===== src/inc/bxcs_pkg.sv =====
// Shared constants of the biphase transceiver control and status bank
package bxcs_pkg;

  // ==========================================================
  // Register selects (index on reg_sel)
  localparam logic [3:0] SEL_MODE   = 4'h0;
  localparam logic [3:0] SEL_DATA   = 4'h1;
  localparam logic [3:0] SEL_CMD    = 4'h2;
  localparam logic [3:0] SEL_AUX    = 4'h3;
  localparam logic [3:0] SEL_FILL   = 4'h4;
  localparam logic [3:0] SEL_STATUS = 4'h5;
  localparam logic [3:0] SEL_FLAGS  = 4'h6;
  localparam logic [3:0] SEL_ERR    = 4'h7;
  localparam logic [3:0] SEL_DCFG   = 4'h8;

  // ==========================================================
  // Field positions
  localparam int MODE_SRST = 7;
  localparam int MODE_LOOP = 6;
  localparam int MODE_REPEAT_ENABLE = 5;
  localparam int MODE_RIN  = 4;
  localparam int MODE_TIN  = 3;
  localparam int CMD_RLQ   = 7;
  localparam int CMD_SEC   = 6;
  localparam int CMD_SLR   = 5;
  localparam int CMD_ATA   = 4;
  localparam int CMD_OWP   = 3;
  localparam int FLG_LTA   = 4;

  // ==========================================================
  // Reset values
  localparam logic [7:0] MODE_RST = 8'h00;
  localparam logic [7:0] CMD_RST  = 8'h80;
  localparam logic [7:0] AUX_RST  = 8'h00;
  localparam logic [7:0] FILL_RST = 8'h00;
  localparam logic [1:0] TCS_RST  = 2'h2;

  // ==========================================================
  // Protocol and clock codes
  localparam logic [2:0] PS_3270 = 3'h0;
  localparam logic [1:0] TCS_OSC  = 2'h0;
  localparam logic [1:0] TCS_HALF = 2'h1;
  localparam logic [1:0] TCS_QTR  = 2'h2;

  // ==========================================================
  // Counts and times
  localparam logic [4:0] LA_IDLE_TICKS = 5'h10;
  localparam logic [1:0] QUIESCE_SHORT = 2'h2;
  localparam logic [1:0] QUIESCE_LONG  = 2'h3;
  localparam logic [1:0] RX_DEPTH      = 2'h3;
  localparam int         HOLD_STEP_NS  = 500;
  localparam int         XCLK_REF_MHZ  = 8;
  localparam logic [8:0] HOLD_STEP_TICKS = 9'(HOLD_STEP_NS * XCLK_REF_MHZ / 1000);

endpackage


===== src/design/bxcs_fifo.sv =====
// Parameterised first-in first-out buffer with valid and ready on both sides
`timescale 1ns/1ps
`default_nettype none

module bxcs_fifo #(
  parameter int WIDTH = 12,
  parameter int DEPTH = 8
) (
  input  wire logic             mclk,
  input  wire logic             sys_rst,
  input  wire logic             flush,
  input  wire logic             in_valid,
  output logic                  in_ready,
  input  wire logic [WIDTH-1:0] in_data,
  output logic                  out_valid,
  input  wire logic             out_ready,
  output logic      [WIDTH-1:0] out_data
);

  localparam int AW = (DEPTH > 1) ? $clog2(DEPTH) : 1;
  localparam int CW = $clog2(DEPTH + 1);

  // ==========================================================
  // Storage and pointers
  logic [WIDTH-1:0] mem [0:DEPTH-1];
  logic [AW-1:0]    wr_ptr;
  logic [AW-1:0]    rd_ptr;
  logic [CW-1:0]    count;

  function automatic logic [AW-1:0] ptr_inc(input logic [AW-1:0] p);
    ptr_inc = (p == AW'(DEPTH - 1)) ? '0 : p + AW'(1);
  endfunction

  wire do_push = in_valid & in_ready;
  wire do_pop  = out_valid & out_ready;

  assign in_ready  = (count != CW'(DEPTH));
  assign out_valid = (count != '0);
  assign out_data  = mem[rd_ptr];

  always_ff @(posedge mclk)
  begin
    if (do_push)
      mem[wr_ptr] <= in_data;
  end

  always_ff @(posedge mclk or posedge sys_rst)
  begin
    if (sys_rst)
    begin
      wr_ptr <= '0;
      rd_ptr <= '0;
      count  <= '0;
    end
    else if (flush)
    begin
      wr_ptr <= '0;
      rd_ptr <= '0;
      count  <= '0;
    end
    else
    begin
      if (do_push)
        wr_ptr <= ptr_inc(wr_ptr);
      if (do_pop)
        rd_ptr <= ptr_inc(rd_ptr);
      if (do_push & ~do_pop)
        count <= count + CW'(1);
      else if (do_pop & ~do_push)
        count <= count - CW'(1);
    end
  end

endmodule // bxcs_fifo

`default_nettype wire


===== src/design/bxcs_ctrl_status.sv =====
// Control and status register bank of the biphase serial transceiver
`timescale 1ns/1ps
`default_nettype none

module bxcs_ctrl_status #(
  parameter int TX_DEPTH = 8
) (
  input  wire logic        mclk,
  input  wire logic        sys_rst,
  input  wire logic [3:0]  reg_sel,
  input  wire logic        reg_wr,
  input  wire logic        reg_rd,
  input  wire logic [7:0]  reg_wdata,
  output logic      [7:0]  reg_rdata,
  input  wire logic        data_in_pin,
  input  wire logic        analog_cmp_in,
  input  wire logic        ext_xcvr_clock,
  output logic             tx_active_out,
  input  wire logic        tx_active_out_core,
  input  wire logic        tx_serial,
  output logic             tx_word_valid,
  input  wire logic        tx_word_ready,
  output logic      [11:0] tx_word,
  input  wire logic        rx_word_valid,
  input  wire logic [10:0] rx_word,
  input  wire logic        rx_start,
  input  wire logic        rx_eom,
  input  wire logic        rx_err_ending,
  input  wire logic        rx_err_midbit,
  input  wire logic        rx_err_parity,
  input  wire logic        rx_byte_par_err,
  input  wire logic        rx_dec_poll,
  input  wire logic        rx_dec_ack,
  input  wire logic        rx_dec_autoresp,
  input  wire logic        rx_dec_sta111,
  output logic             rx_serial_in,
  output logic             rx_enable,
  output logic             xcvr_reset,
  output logic             xcvr_clock_tick,
  output logic      [2:0]  protocol_sel,
  output logic             rx_invert,
  output logic             tx_invert,
  output logic             advance_tx_active,
  output logic      [1:0]  quiesce_pulses,
  output logic      [8:0]  tx_hold_ticks,
  output logic      [7:0]  station_addr,
  output logic      [7:0]  fill_extra
);

  // ==========================================================
  // Control registers
  logic [7:0] transceiver_mode;
  logic [7:0] transceiver_command;
  logic [7:0] auxiliary_transceiver;
  logic [7:0] fill_bit_count;
  logic [1:0] xcvr_clock_sel;

  // ==========================================================
  // Access decode
  wire wr_mode  = reg_wr & (reg_sel == bxcs_pkg::SEL_MODE);
  wire wr_data  = reg_wr & (reg_sel == bxcs_pkg::SEL_DATA);
  wire wr_cmd   = reg_wr & (reg_sel == bxcs_pkg::SEL_CMD);
  wire wr_aux   = reg_wr & (reg_sel == bxcs_pkg::SEL_AUX);
  wire wr_fill  = reg_wr & (reg_sel == bxcs_pkg::SEL_FILL);
  wire wr_flags = reg_wr & (reg_sel == bxcs_pkg::SEL_FLAGS);
  wire wr_dcfg  = reg_wr & (reg_sel == bxcs_pkg::SEL_DCFG);
  wire rd_data  = reg_rd & (reg_sel == bxcs_pkg::SEL_DATA);
  wire rd_err   = reg_rd & (reg_sel == bxcs_pkg::SEL_ERR);

  wire soft_rst = transceiver_mode[bxcs_pkg::MODE_SRST];
  wire loop_on  = transceiver_mode[bxcs_pkg::MODE_LOOP];
  wire repeat_enable = transceiver_mode[bxcs_pkg::MODE_REPEAT_ENABLE];
  wire line_input_sel = transceiver_command[bxcs_pkg::CMD_SLR];
  wire is_3270 = (protocol_sel == bxcs_pkg::PS_3270);
  wire is_5250 = (protocol_sel[2:1] == 2'h2);
  wire is_coax = ~protocol_sel[2];

  always_ff @(posedge mclk or posedge sys_rst)
  begin
    if (sys_rst)
    begin
      transceiver_mode      <= bxcs_pkg::MODE_RST;
      transceiver_command   <= bxcs_pkg::CMD_RST;
      auxiliary_transceiver <= bxcs_pkg::AUX_RST;
      fill_bit_count        <= bxcs_pkg::FILL_RST;
      xcvr_clock_sel        <= bxcs_pkg::TCS_RST;
    end
    else
    begin
      if (wr_mode)
        transceiver_mode <= reg_wdata;
      if (wr_cmd)
        transceiver_command <= reg_wdata;
      if (wr_aux)
        auxiliary_transceiver <= reg_wdata;
      if (wr_fill)
        fill_bit_count <= reg_wdata;
      if (wr_dcfg)
        xcvr_clock_sel <= reg_wdata[6:5];
    end
  end

  // ==========================================================
  // Control outputs
  // protocol to both directions
  assign protocol_sel = transceiver_mode[2:0];
  assign rx_invert    = transceiver_mode[bxcs_pkg::MODE_RIN];
  assign tx_invert    = transceiver_mode[bxcs_pkg::MODE_TIN];
  assign xcvr_reset   = sys_rst | soft_rst;
  assign tx_active_out = tx_active_out_core & ~loop_on;
  assign advance_tx_active = transceiver_command[bxcs_pkg::CMD_ATA];
  assign quiesce_pulses = transceiver_command[bxcs_pkg::CMD_RLQ] ?
                          bxcs_pkg::QUIESCE_LONG : bxcs_pkg::QUIESCE_SHORT;
  assign tx_hold_ticks = is_5250 ?
                         9'(auxiliary_transceiver[7:3]) * bxcs_pkg::HOLD_STEP_TICKS :
                         9'h000;
  assign station_addr = auxiliary_transceiver;
  assign fill_extra = ~fill_bit_count;
  assign rx_enable = repeat_enable | ~tx_active_out_core;

  // ==========================================================
  // Pin synchronisers: data, comparator, external clock
  // Three stages; a level is taken only once stages two and three agree
  logic [2:0] pin_s1;
  logic [2:0] pin_s2;
  logic [2:0] pin_s3;
  logic [2:0] pin_lvl;
  wire  [2:0] pin_raw = {ext_xcvr_clock, analog_cmp_in, data_in_pin};
  wire  [2:0] next_pin_lvl = (pin_s2 & pin_s3) | (pin_lvl & (pin_s2 ^ pin_s3));

  always_ff @(posedge mclk or posedge sys_rst)
  begin
    if (sys_rst)
    begin
      pin_s1  <= 3'h0;
      pin_s2  <= 3'h0;
      pin_s3  <= 3'h0;
      pin_lvl <= 3'h0;
    end
    else
    begin
      pin_s1  <= pin_raw;
      pin_s2  <= pin_s1;
      pin_s3  <= pin_s2;
      pin_lvl <= next_pin_lvl;
    end
  end

  // ==========================================================
  // Transceiver clock tick
  // The oscillator is mclk itself, so the selection is a tick, not a clock
  logic [1:0] div_cnt;
  logic       ext_prev;
  wire        ext_rise = pin_lvl[2] & ~ext_prev;

  assign xcvr_clock_tick =
    (xcvr_clock_sel == bxcs_pkg::TCS_OSC)  ? 1'b1 :
    (xcvr_clock_sel == bxcs_pkg::TCS_HALF) ? div_cnt[0] :
    (xcvr_clock_sel == bxcs_pkg::TCS_QTR)  ? (div_cnt == 2'h3) :
    ext_rise;

  always_ff @(posedge mclk or posedge sys_rst)
  begin
    if (sys_rst)
    begin
      div_cnt  <= 2'h0;
      ext_prev <= 1'b0;
    end
    else
    begin
      div_cnt  <= div_cnt + 2'h1;
      ext_prev <= pin_lvl[2];
    end
  end

  // ==========================================================
  // Receiver input and line activity
  // line input choice
  wire line_raw = line_input_sel ? pin_lvl[1] : pin_lvl[0];
  assign rx_serial_in = loop_on ? tx_serial : (line_raw ^ rx_invert);

  logic       rx_prev;
  logic       line_activity;
  logic [4:0] idle_ticks;
  wire        rx_edge = rx_serial_in ^ rx_prev;
  wire        idle_done = xcvr_clock_tick &
                          (idle_ticks == bxcs_pkg::LA_IDLE_TICKS - 5'h1);

  always_ff @(posedge mclk or posedge sys_rst)
  begin
    if (sys_rst)
    begin
      rx_prev       <= 1'b0;
      line_activity <= 1'b0;
      idle_ticks    <= 5'h00;
    end
    else
    begin
      rx_prev <= rx_serial_in;
      // set on edge, clear after idle
      if (rx_edge)
      begin
        line_activity <= 1'b1;
        idle_ticks    <= 5'h00;
      end
      else if (line_activity & xcvr_clock_tick)
      begin
        idle_ticks <= idle_ticks + 5'h01;
        if (idle_done)
          line_activity <= 1'b0;
      end
    end
  end

  // ==========================================================
  // Transmit FIFO
  logic tx_in_ready;
  wire  tx_fifo_full  = ~tx_in_ready;
  wire  tx_fifo_empty = ~tx_word_valid;
  // push parity, frame bits and byte
  wire [11:0] tx_push_word = {transceiver_command[bxcs_pkg::CMD_OWP],
                              transceiver_command[2:0], reg_wdata};

  // writes while full are dropped by the FIFO
  bxcs_fifo #(
    .WIDTH (12),
    .DEPTH (TX_DEPTH)
  ) u_tx_fifo (
    .mclk      (mclk),
    .sys_rst   (sys_rst),
    .flush     (soft_rst),
    .in_valid  (wr_data & ~soft_rst),
    .in_ready  (tx_in_ready),
    .in_data   (tx_push_word),
    .out_valid (tx_word_valid),
    .out_ready (tx_word_ready),
    .out_data  (tx_word)
  );

  // ==========================================================
  // Receive FIFO, three words
  logic [10:0] rx_mem [0:2];
  logic [1:0]  rx_wp;
  logic [1:0]  rx_rp;
  logic [1:0]  rx_cnt;

  function automatic logic [1:0] rx_inc(input logic [1:0] p);
    rx_inc = (p == bxcs_pkg::RX_DEPTH - 2'h1) ? 2'h0 : p + 2'h1;
  endfunction

  wire rx_pop  = rd_data & (rx_cnt != 2'h0);
  wire rx_room = (rx_cnt != bxcs_pkg::RX_DEPTH) | rx_pop;
  wire rx_push = rx_word_valid & rx_room & ~soft_rst;
  wire rx_fifo_full = (rx_cnt == bxcs_pkg::RX_DEPTH);
  // Empty FIFO reads as zero so no unwritten word reaches the bus
  wire [10:0] rx_top = (rx_cnt != 2'h0) ? rx_mem[rx_rp] : 11'h000;

  always_ff @(posedge mclk)
  begin
    if (rx_push)
      rx_mem[rx_wp] <= rx_word;
  end

  always_ff @(posedge mclk or posedge sys_rst)
  begin
    if (sys_rst)
    begin
      rx_wp  <= 2'h0;
      rx_rp  <= 2'h0;
      rx_cnt <= 2'h0;
    end
    else if (soft_rst)
    begin
      rx_wp  <= 2'h0;
      rx_rp  <= 2'h0;
      rx_cnt <= 2'h0;
    end
    else
    begin
      if (rx_push)
        rx_wp <= rx_inc(rx_wp);
      if (rx_pop)
        rx_rp <= rx_inc(rx_rp);
      if (rx_push & ~rx_pop)
        rx_cnt <= rx_cnt + 2'h1;
      else if (rx_pop & ~rx_push)
        rx_cnt <= rx_cnt - 2'h1;
    end
  end

  // ==========================================================
  // Error events
  logic [4:0] err_code;
  logic       rx_busy_flag;
  // overrun and receiver killed by transmit
  wire ovf_ev  = rx_word_valid & ~rx_room;
  wire rx_killed_by_tx_ev = wr_data & rx_busy_flag & ~repeat_enable;
  wire [4:0] err_ev = {ovf_ev, rx_err_parity, rx_err_ending,
                       rx_err_midbit, rx_killed_by_tx_ev};
  wire any_err = |err_ev;

  // ==========================================================
  // Receive status flags
  logic rx_data_valid;
  logic rx_fault_flag;
  logic turnaround_flag;
  logic parity_or_msg_end;
  logic auto_response_flag;
  logic poll_ack_flag;
  logic poll_flag;
  wire  dav_now = rx_data_valid | rx_push;
  wire  lta_clr = wr_data | (wr_flags & reg_wdata[bxcs_pkg::FLG_LTA]);
  wire  parity_or_msg_end_set = (is_coax & rx_byte_par_err) |
                   (is_5250 & rx_dec_sta111 & dav_now);

  always_ff @(posedge mclk or posedge sys_rst)
  begin
    if (sys_rst)
    begin
      err_code           <= 5'h00;
      rx_busy_flag       <= 1'b0;
      rx_data_valid      <= 1'b0;
      rx_fault_flag      <= 1'b0;
      turnaround_flag    <= 1'b0;
      parity_or_msg_end  <= 1'b0;
      auto_response_flag <= 1'b0;
      poll_ack_flag      <= 1'b0;
      poll_flag          <= 1'b0;
    end
    else if (soft_rst)
    begin
      err_code           <= 5'h00;
      rx_busy_flag       <= 1'b0;
      rx_data_valid      <= 1'b0;
      rx_fault_flag      <= 1'b0;
      turnaround_flag    <= 1'b0;
      parity_or_msg_end  <= 1'b0;
      auto_response_flag <= 1'b0;
      poll_ack_flag      <= 1'b0;
      poll_flag          <= 1'b0;
    end
    else
    begin
      err_code <= (rd_err ? 5'h00 : err_code) | err_ev;
      rx_fault_flag <= any_err | (rx_fault_flag & ~rd_err);
      // start sets, end or error clears
      rx_busy_flag <= (rx_start & rx_enable) |
                      (rx_busy_flag & ~rx_eom & ~any_err);
      if (rx_push)
        rx_data_valid <= 1'b1;
      else if (any_err)
        rx_data_valid <= 1'b0;
      else if (rx_pop)
        rx_data_valid <= (rx_cnt > 2'h1);
      turnaround_flag <= rx_eom | (turnaround_flag & ~lta_clr);
      parity_or_msg_end <= parity_or_msg_end_set | (parity_or_msg_end & ~rd_data);
      poll_flag <= (is_3270 & rx_dec_poll & dav_now) |
                   (poll_flag & ~rd_data);
      poll_ack_flag <= (is_3270 & rx_dec_ack & dav_now) |
                       (poll_ack_flag & ~rd_data);
      auto_response_flag <= (is_3270 & rx_dec_autoresp & dav_now) |
                            (auto_response_flag & ~rd_data);
    end
  end

  // ==========================================================
  // Read path
  // upper bits of top word in status
  wire [7:0] status_rd = {tx_fifo_full, tx_active_out_core, rx_fault_flag,
                          rx_busy_flag, rx_data_valid, rx_top[10:8]};
  wire [7:0] flags_rd = {tx_fifo_empty, rx_fifo_full, line_activity,
                         turnaround_flag, parity_or_msg_end,
                         auto_response_flag, poll_ack_flag, poll_flag};
  wire [7:0] rd_mux =
    (reg_sel == bxcs_pkg::SEL_MODE)   ? transceiver_mode :
    (reg_sel == bxcs_pkg::SEL_DATA)   ? rx_top[7:0] :
    (reg_sel == bxcs_pkg::SEL_CMD)    ? transceiver_command :
    (reg_sel == bxcs_pkg::SEL_AUX)    ? auxiliary_transceiver :
    (reg_sel == bxcs_pkg::SEL_FILL)   ? fill_bit_count :
    (reg_sel == bxcs_pkg::SEL_STATUS) ? status_rd :
    (reg_sel == bxcs_pkg::SEL_FLAGS)  ? flags_rd :
    (reg_sel == bxcs_pkg::SEL_ERR)    ? {3'h0, err_code} :
    (reg_sel == bxcs_pkg::SEL_DCFG)   ? {1'b0, xcvr_clock_sel, 5'h00} :
    8'h00;

  // Read data is held until the next read so a slow core may sample late
  always_ff @(posedge mclk or posedge sys_rst)
  begin
    if (sys_rst)
      reg_rdata <= 8'h00;
    else if (reg_rd)
      reg_rdata <= rd_mux;
  end

endmodule // bxcs_ctrl_status

`default_nettype wire


===== config.mk =====
export PLATFORM = sky130hd
export DESIGN_NAME = bxcs_ctrl_status
export DESIGN_NICKNAME = d
export VERILOG_FILES = /design/src/inc/bxcs_pkg.sv /design/src/design/bxcs_fifo.sv /design/src/design/bxcs_ctrl_status.sv
export SDC_FILE = /design/constraint.sdc
export NUM_CORES = 1
export LEC_CHECK = 0
export BUFFER_PORTS_ARGS = -buffer_cell sky130_fd_sc_hd__buf_4
export CORE_ASPECT_RATIO = 1.25
export CORE_MARGIN = 2
export CORE_UTILIZATION = 55
export CTS_CLUSTER_DIAMETER = 30
export DETAILED_ROUTE_END_ITERATION = 8
export PLACE_DENSITY = 0.8
export SYNTH_ARGS = -nofsm -noshare
export SYNTH_HDL_FRONTEND = slang
export SYNTH_SLANG_ARGS = --single-unit

===== constraint.sdc =====
create_clock -name mclk -period 7.5 [get_ports mclk]
set_input_delay 1.5 -clock mclk [delete_from_list [all_inputs] [get_ports mclk]]
set_output_delay 1.5 -clock mclk [all_outputs]
set_load 0.05 [all_outputs]

==> impl_metrics.yaml <==
grt:
  grt_pass1_wl_um: 33970
  grt_pass1_vias: 6244
  grt_max_degree: 81
  grt_use_total: 0.2376
  grt_overflow: 0
  antenna_found_initial: 0
timing:
  relSlewSlack: 0.1434
  worst_pin_slew_ns: 1.274
  finalSetupViolCount: 0
  hold_violations: 0
  period_share: 0.5422
  slew_viol_final: 0
  layout_min_cycle_time_ns: 4.066
  fmax_ghz: 0.2459
  timing.hold.ws_ns: 0.3470
  fin_setup_tns_ns: 0
  skew_ns: 0.01426
  rsz0062_at_grt: "no"
clock_tree:
  cts.sinks: 222
  numCtsBuffers: 34
  cts-root-buf: "clkbuf_16"
  cts_setup_buffers: 0
  postCtsHoldBufs: 0
  post_cts_resized: 0
  cts_tree: "done"
  cts.clk_slew.worst_paths_ns: 0.06
  clock_latency_ns: 0.50
  htreeDepth: 2
  clk_path_buf_depth: 3
critical_path:
  crit_type: "flip-flop to output pin"
  required_ns: 6.00
  cp_data_arrival_time_ns: 2.57
  start_kind: "flip-flop"
  r2r_setup_slack_ns: 4.67
  crit_path_max_fanout: 26
  cp_slowest_stage_delay_ns: 1.13
  slowest_stage: "dfrtp_1"
  worstSetupEndpointType: "output pin"
  path_cells: "mux4_2, mux2_2, buf_4"
hold_path:
  hold_path_class: "flip-flop to flip-flop"
drt:
  ant_nets: 0
  first_pass_iters: 5
  via_count: 6067
  vias_per_cell: 5.907
  drcViolationCount: 0
  drt_iter0_drc: 485
  routedWlPerCell_um: 20.92
  drt-total-wl_um: 21490
place:
  gp_congestion: 0.9032
  dpl.hpwl_um: 14580
  port_buffers: 97
floorplan:
  die-width_um: 122.5
  dieArea_mm2: 0.01862
  initial_utilization: 0.5577
  io_pins: 103
  core_area_mm2: 0.01730
  fp.dieH_um: 152.1
  std_cell_rows: 54
final_layout:
  syn2layout_area_growth_pct: 21.87
  antennaDiodeCount: 0
  fin_nets: 837
  final_core_utilization: 0.6797
  final_common_cell: "edfxtp_1"
  drive_gt1_frac: 0.3138
  layout_common_cells: "edfxtp_1 (129), buf_4 (106), dfrtp_1 (91), mux2_2 (49), nor2_1 (44)"
logic_synthesis:
  ys_seq_elements: 222
  avgSynthCellArea_um2: 14.33
  synth_cells: 673
  synth.distinct_cells: 60
  async_flop_share: 0.4189
  ys.flop_type: "edfxtp_1"
  synth_warnings: 0
  yosysSeqAreaShare: 0.6431
  synth_edf_count: 129
  syn_area_mm2: 0.009647
pwr:
  peakVddDrop_mv: 0.2680
  power.leakage_nw: 4.629
  total_power_mw: 4.346
  power.density_mw_per_mm2: 369.7
run:
  max_cap_violations: 0
run_status:
  status: "finished, final reports clean"
## area by class of cell
class / count / area (um^2)
tap: 224 / 280.3
multi-input combinational: 390 / 3182
clock buffer: 41 / 960.9
clock inverter: 21 / 245.2
sequential: 222 / 6203
fill: 1202 / 5540
inverter: 23 / 88.84
timing repair buffer: 106 / 795.8
## through the flow
step	setup WS, ns	instances	area (um^2)
3_5_place_dp	3.269	965	10550
3_3_place_gp	3.335	965	10550
2_1_floorplan	3.215	676	9658
6_report	3.434	1027	11760
5_1_grt	3.330	1027	11760
4_1_cts	3.428	1027	11760
## sequential cells by signal, summed over array words and instances (netlist names), 3 cells and up
name	flops
u_tx_fifo.mem	96
rx_mem	33
fill_bit_count	8
reg_rdata	8
station_addr	8
transceiver_command	8
transceiver_mode	8
err_code	5
idle_ticks	5
u_tx_fifo.count	4
pin_lvl	3
pin_s1	3
pin_s2	3
pin_s3	3
u_tx_fifo.rd_ptr	3
u_tx_fifo.wr_ptr	3
## Yosys cell counts, types with 6 or more instances
master | count | area (um^2)
edfxtp_1 | 129 | 3874
dfrtp_1 | 91 | 2277
mux2_2 | 49 | 551.8
nor2_1 | 44 | 165.2
a21oi_1 | 39 | 195.2
nand2_1 | 37 | 138.9
mux4_2 | 25 | 563.0
clkbuf_1 | 23 | 86.33
inv_1 | 23 | 86.33
mux2i_1 | 23 | 230.2
o21ai_0 | 22 | 110.1
ha_1 | 15 | 187.7
buf_4 | 10 | 75.07
nand2b_1 | 10 | 62.56
nor2b_1 | 10 | 62.56
nor3_1 | 9 | 45.04
a211oi_1 | 7 | 52.55
nand3_1 | 7 | 35.03
and2_1 | 6 | 37.54
nand3b_1 | 6 | 45.04
xor2_1 | 6 | 52.55
## where the power goes
group	internal, mW	leakage, nW	switching (mW)
Sequential	1.45	2.32	0.178
Clock	1.06	0.592	0.562
Combinational	0.434	1.72	0.655
Total	2.95	4.63	1.39
## final timing paths
kind	start	endpoint	cells past startpoint
setup / recovery	u_tx_fifo.rd_ptr[1]	tx_word[2]	3
hold / removal	pin_s1[2]	pin_s2[2]	0
setup reg to reg	rx_cnt[0]	rx_mem[2][7]	6
hold reg to reg	pin_s1[2]	pin_s2[2]	0
max in group asynchronous	sys_rst	pin_s3[0]	3
min in group asynchronous	sys_rst	auto_response_flag	2
## routing by layer
metal,share of wire,GRT usage
met1,0.38,0.2942
met2,0.52,0.4056
met3,0.067,0.05180
met4,0.034,0.09031
met5,0,0
## critical path, delay by kind of cell, from the launching register on
kind                   cells  cell delay, ns
flip-flops                 1            1.13
buffers and inverters      1            0.19
multiplexers               2            0.73
## logic make-up after synthesis
kind of cell / share of synthesized area
fa+ha+maj: 0.02153
xor+xnor: 0.009079
other cells: 0.0007785
compound gates: 0.07354
simple gates: 0.07899
buf+inv: 0.03087
mux: 0.1422
flops: 0.6431
(Power assumes the default switching activity.)
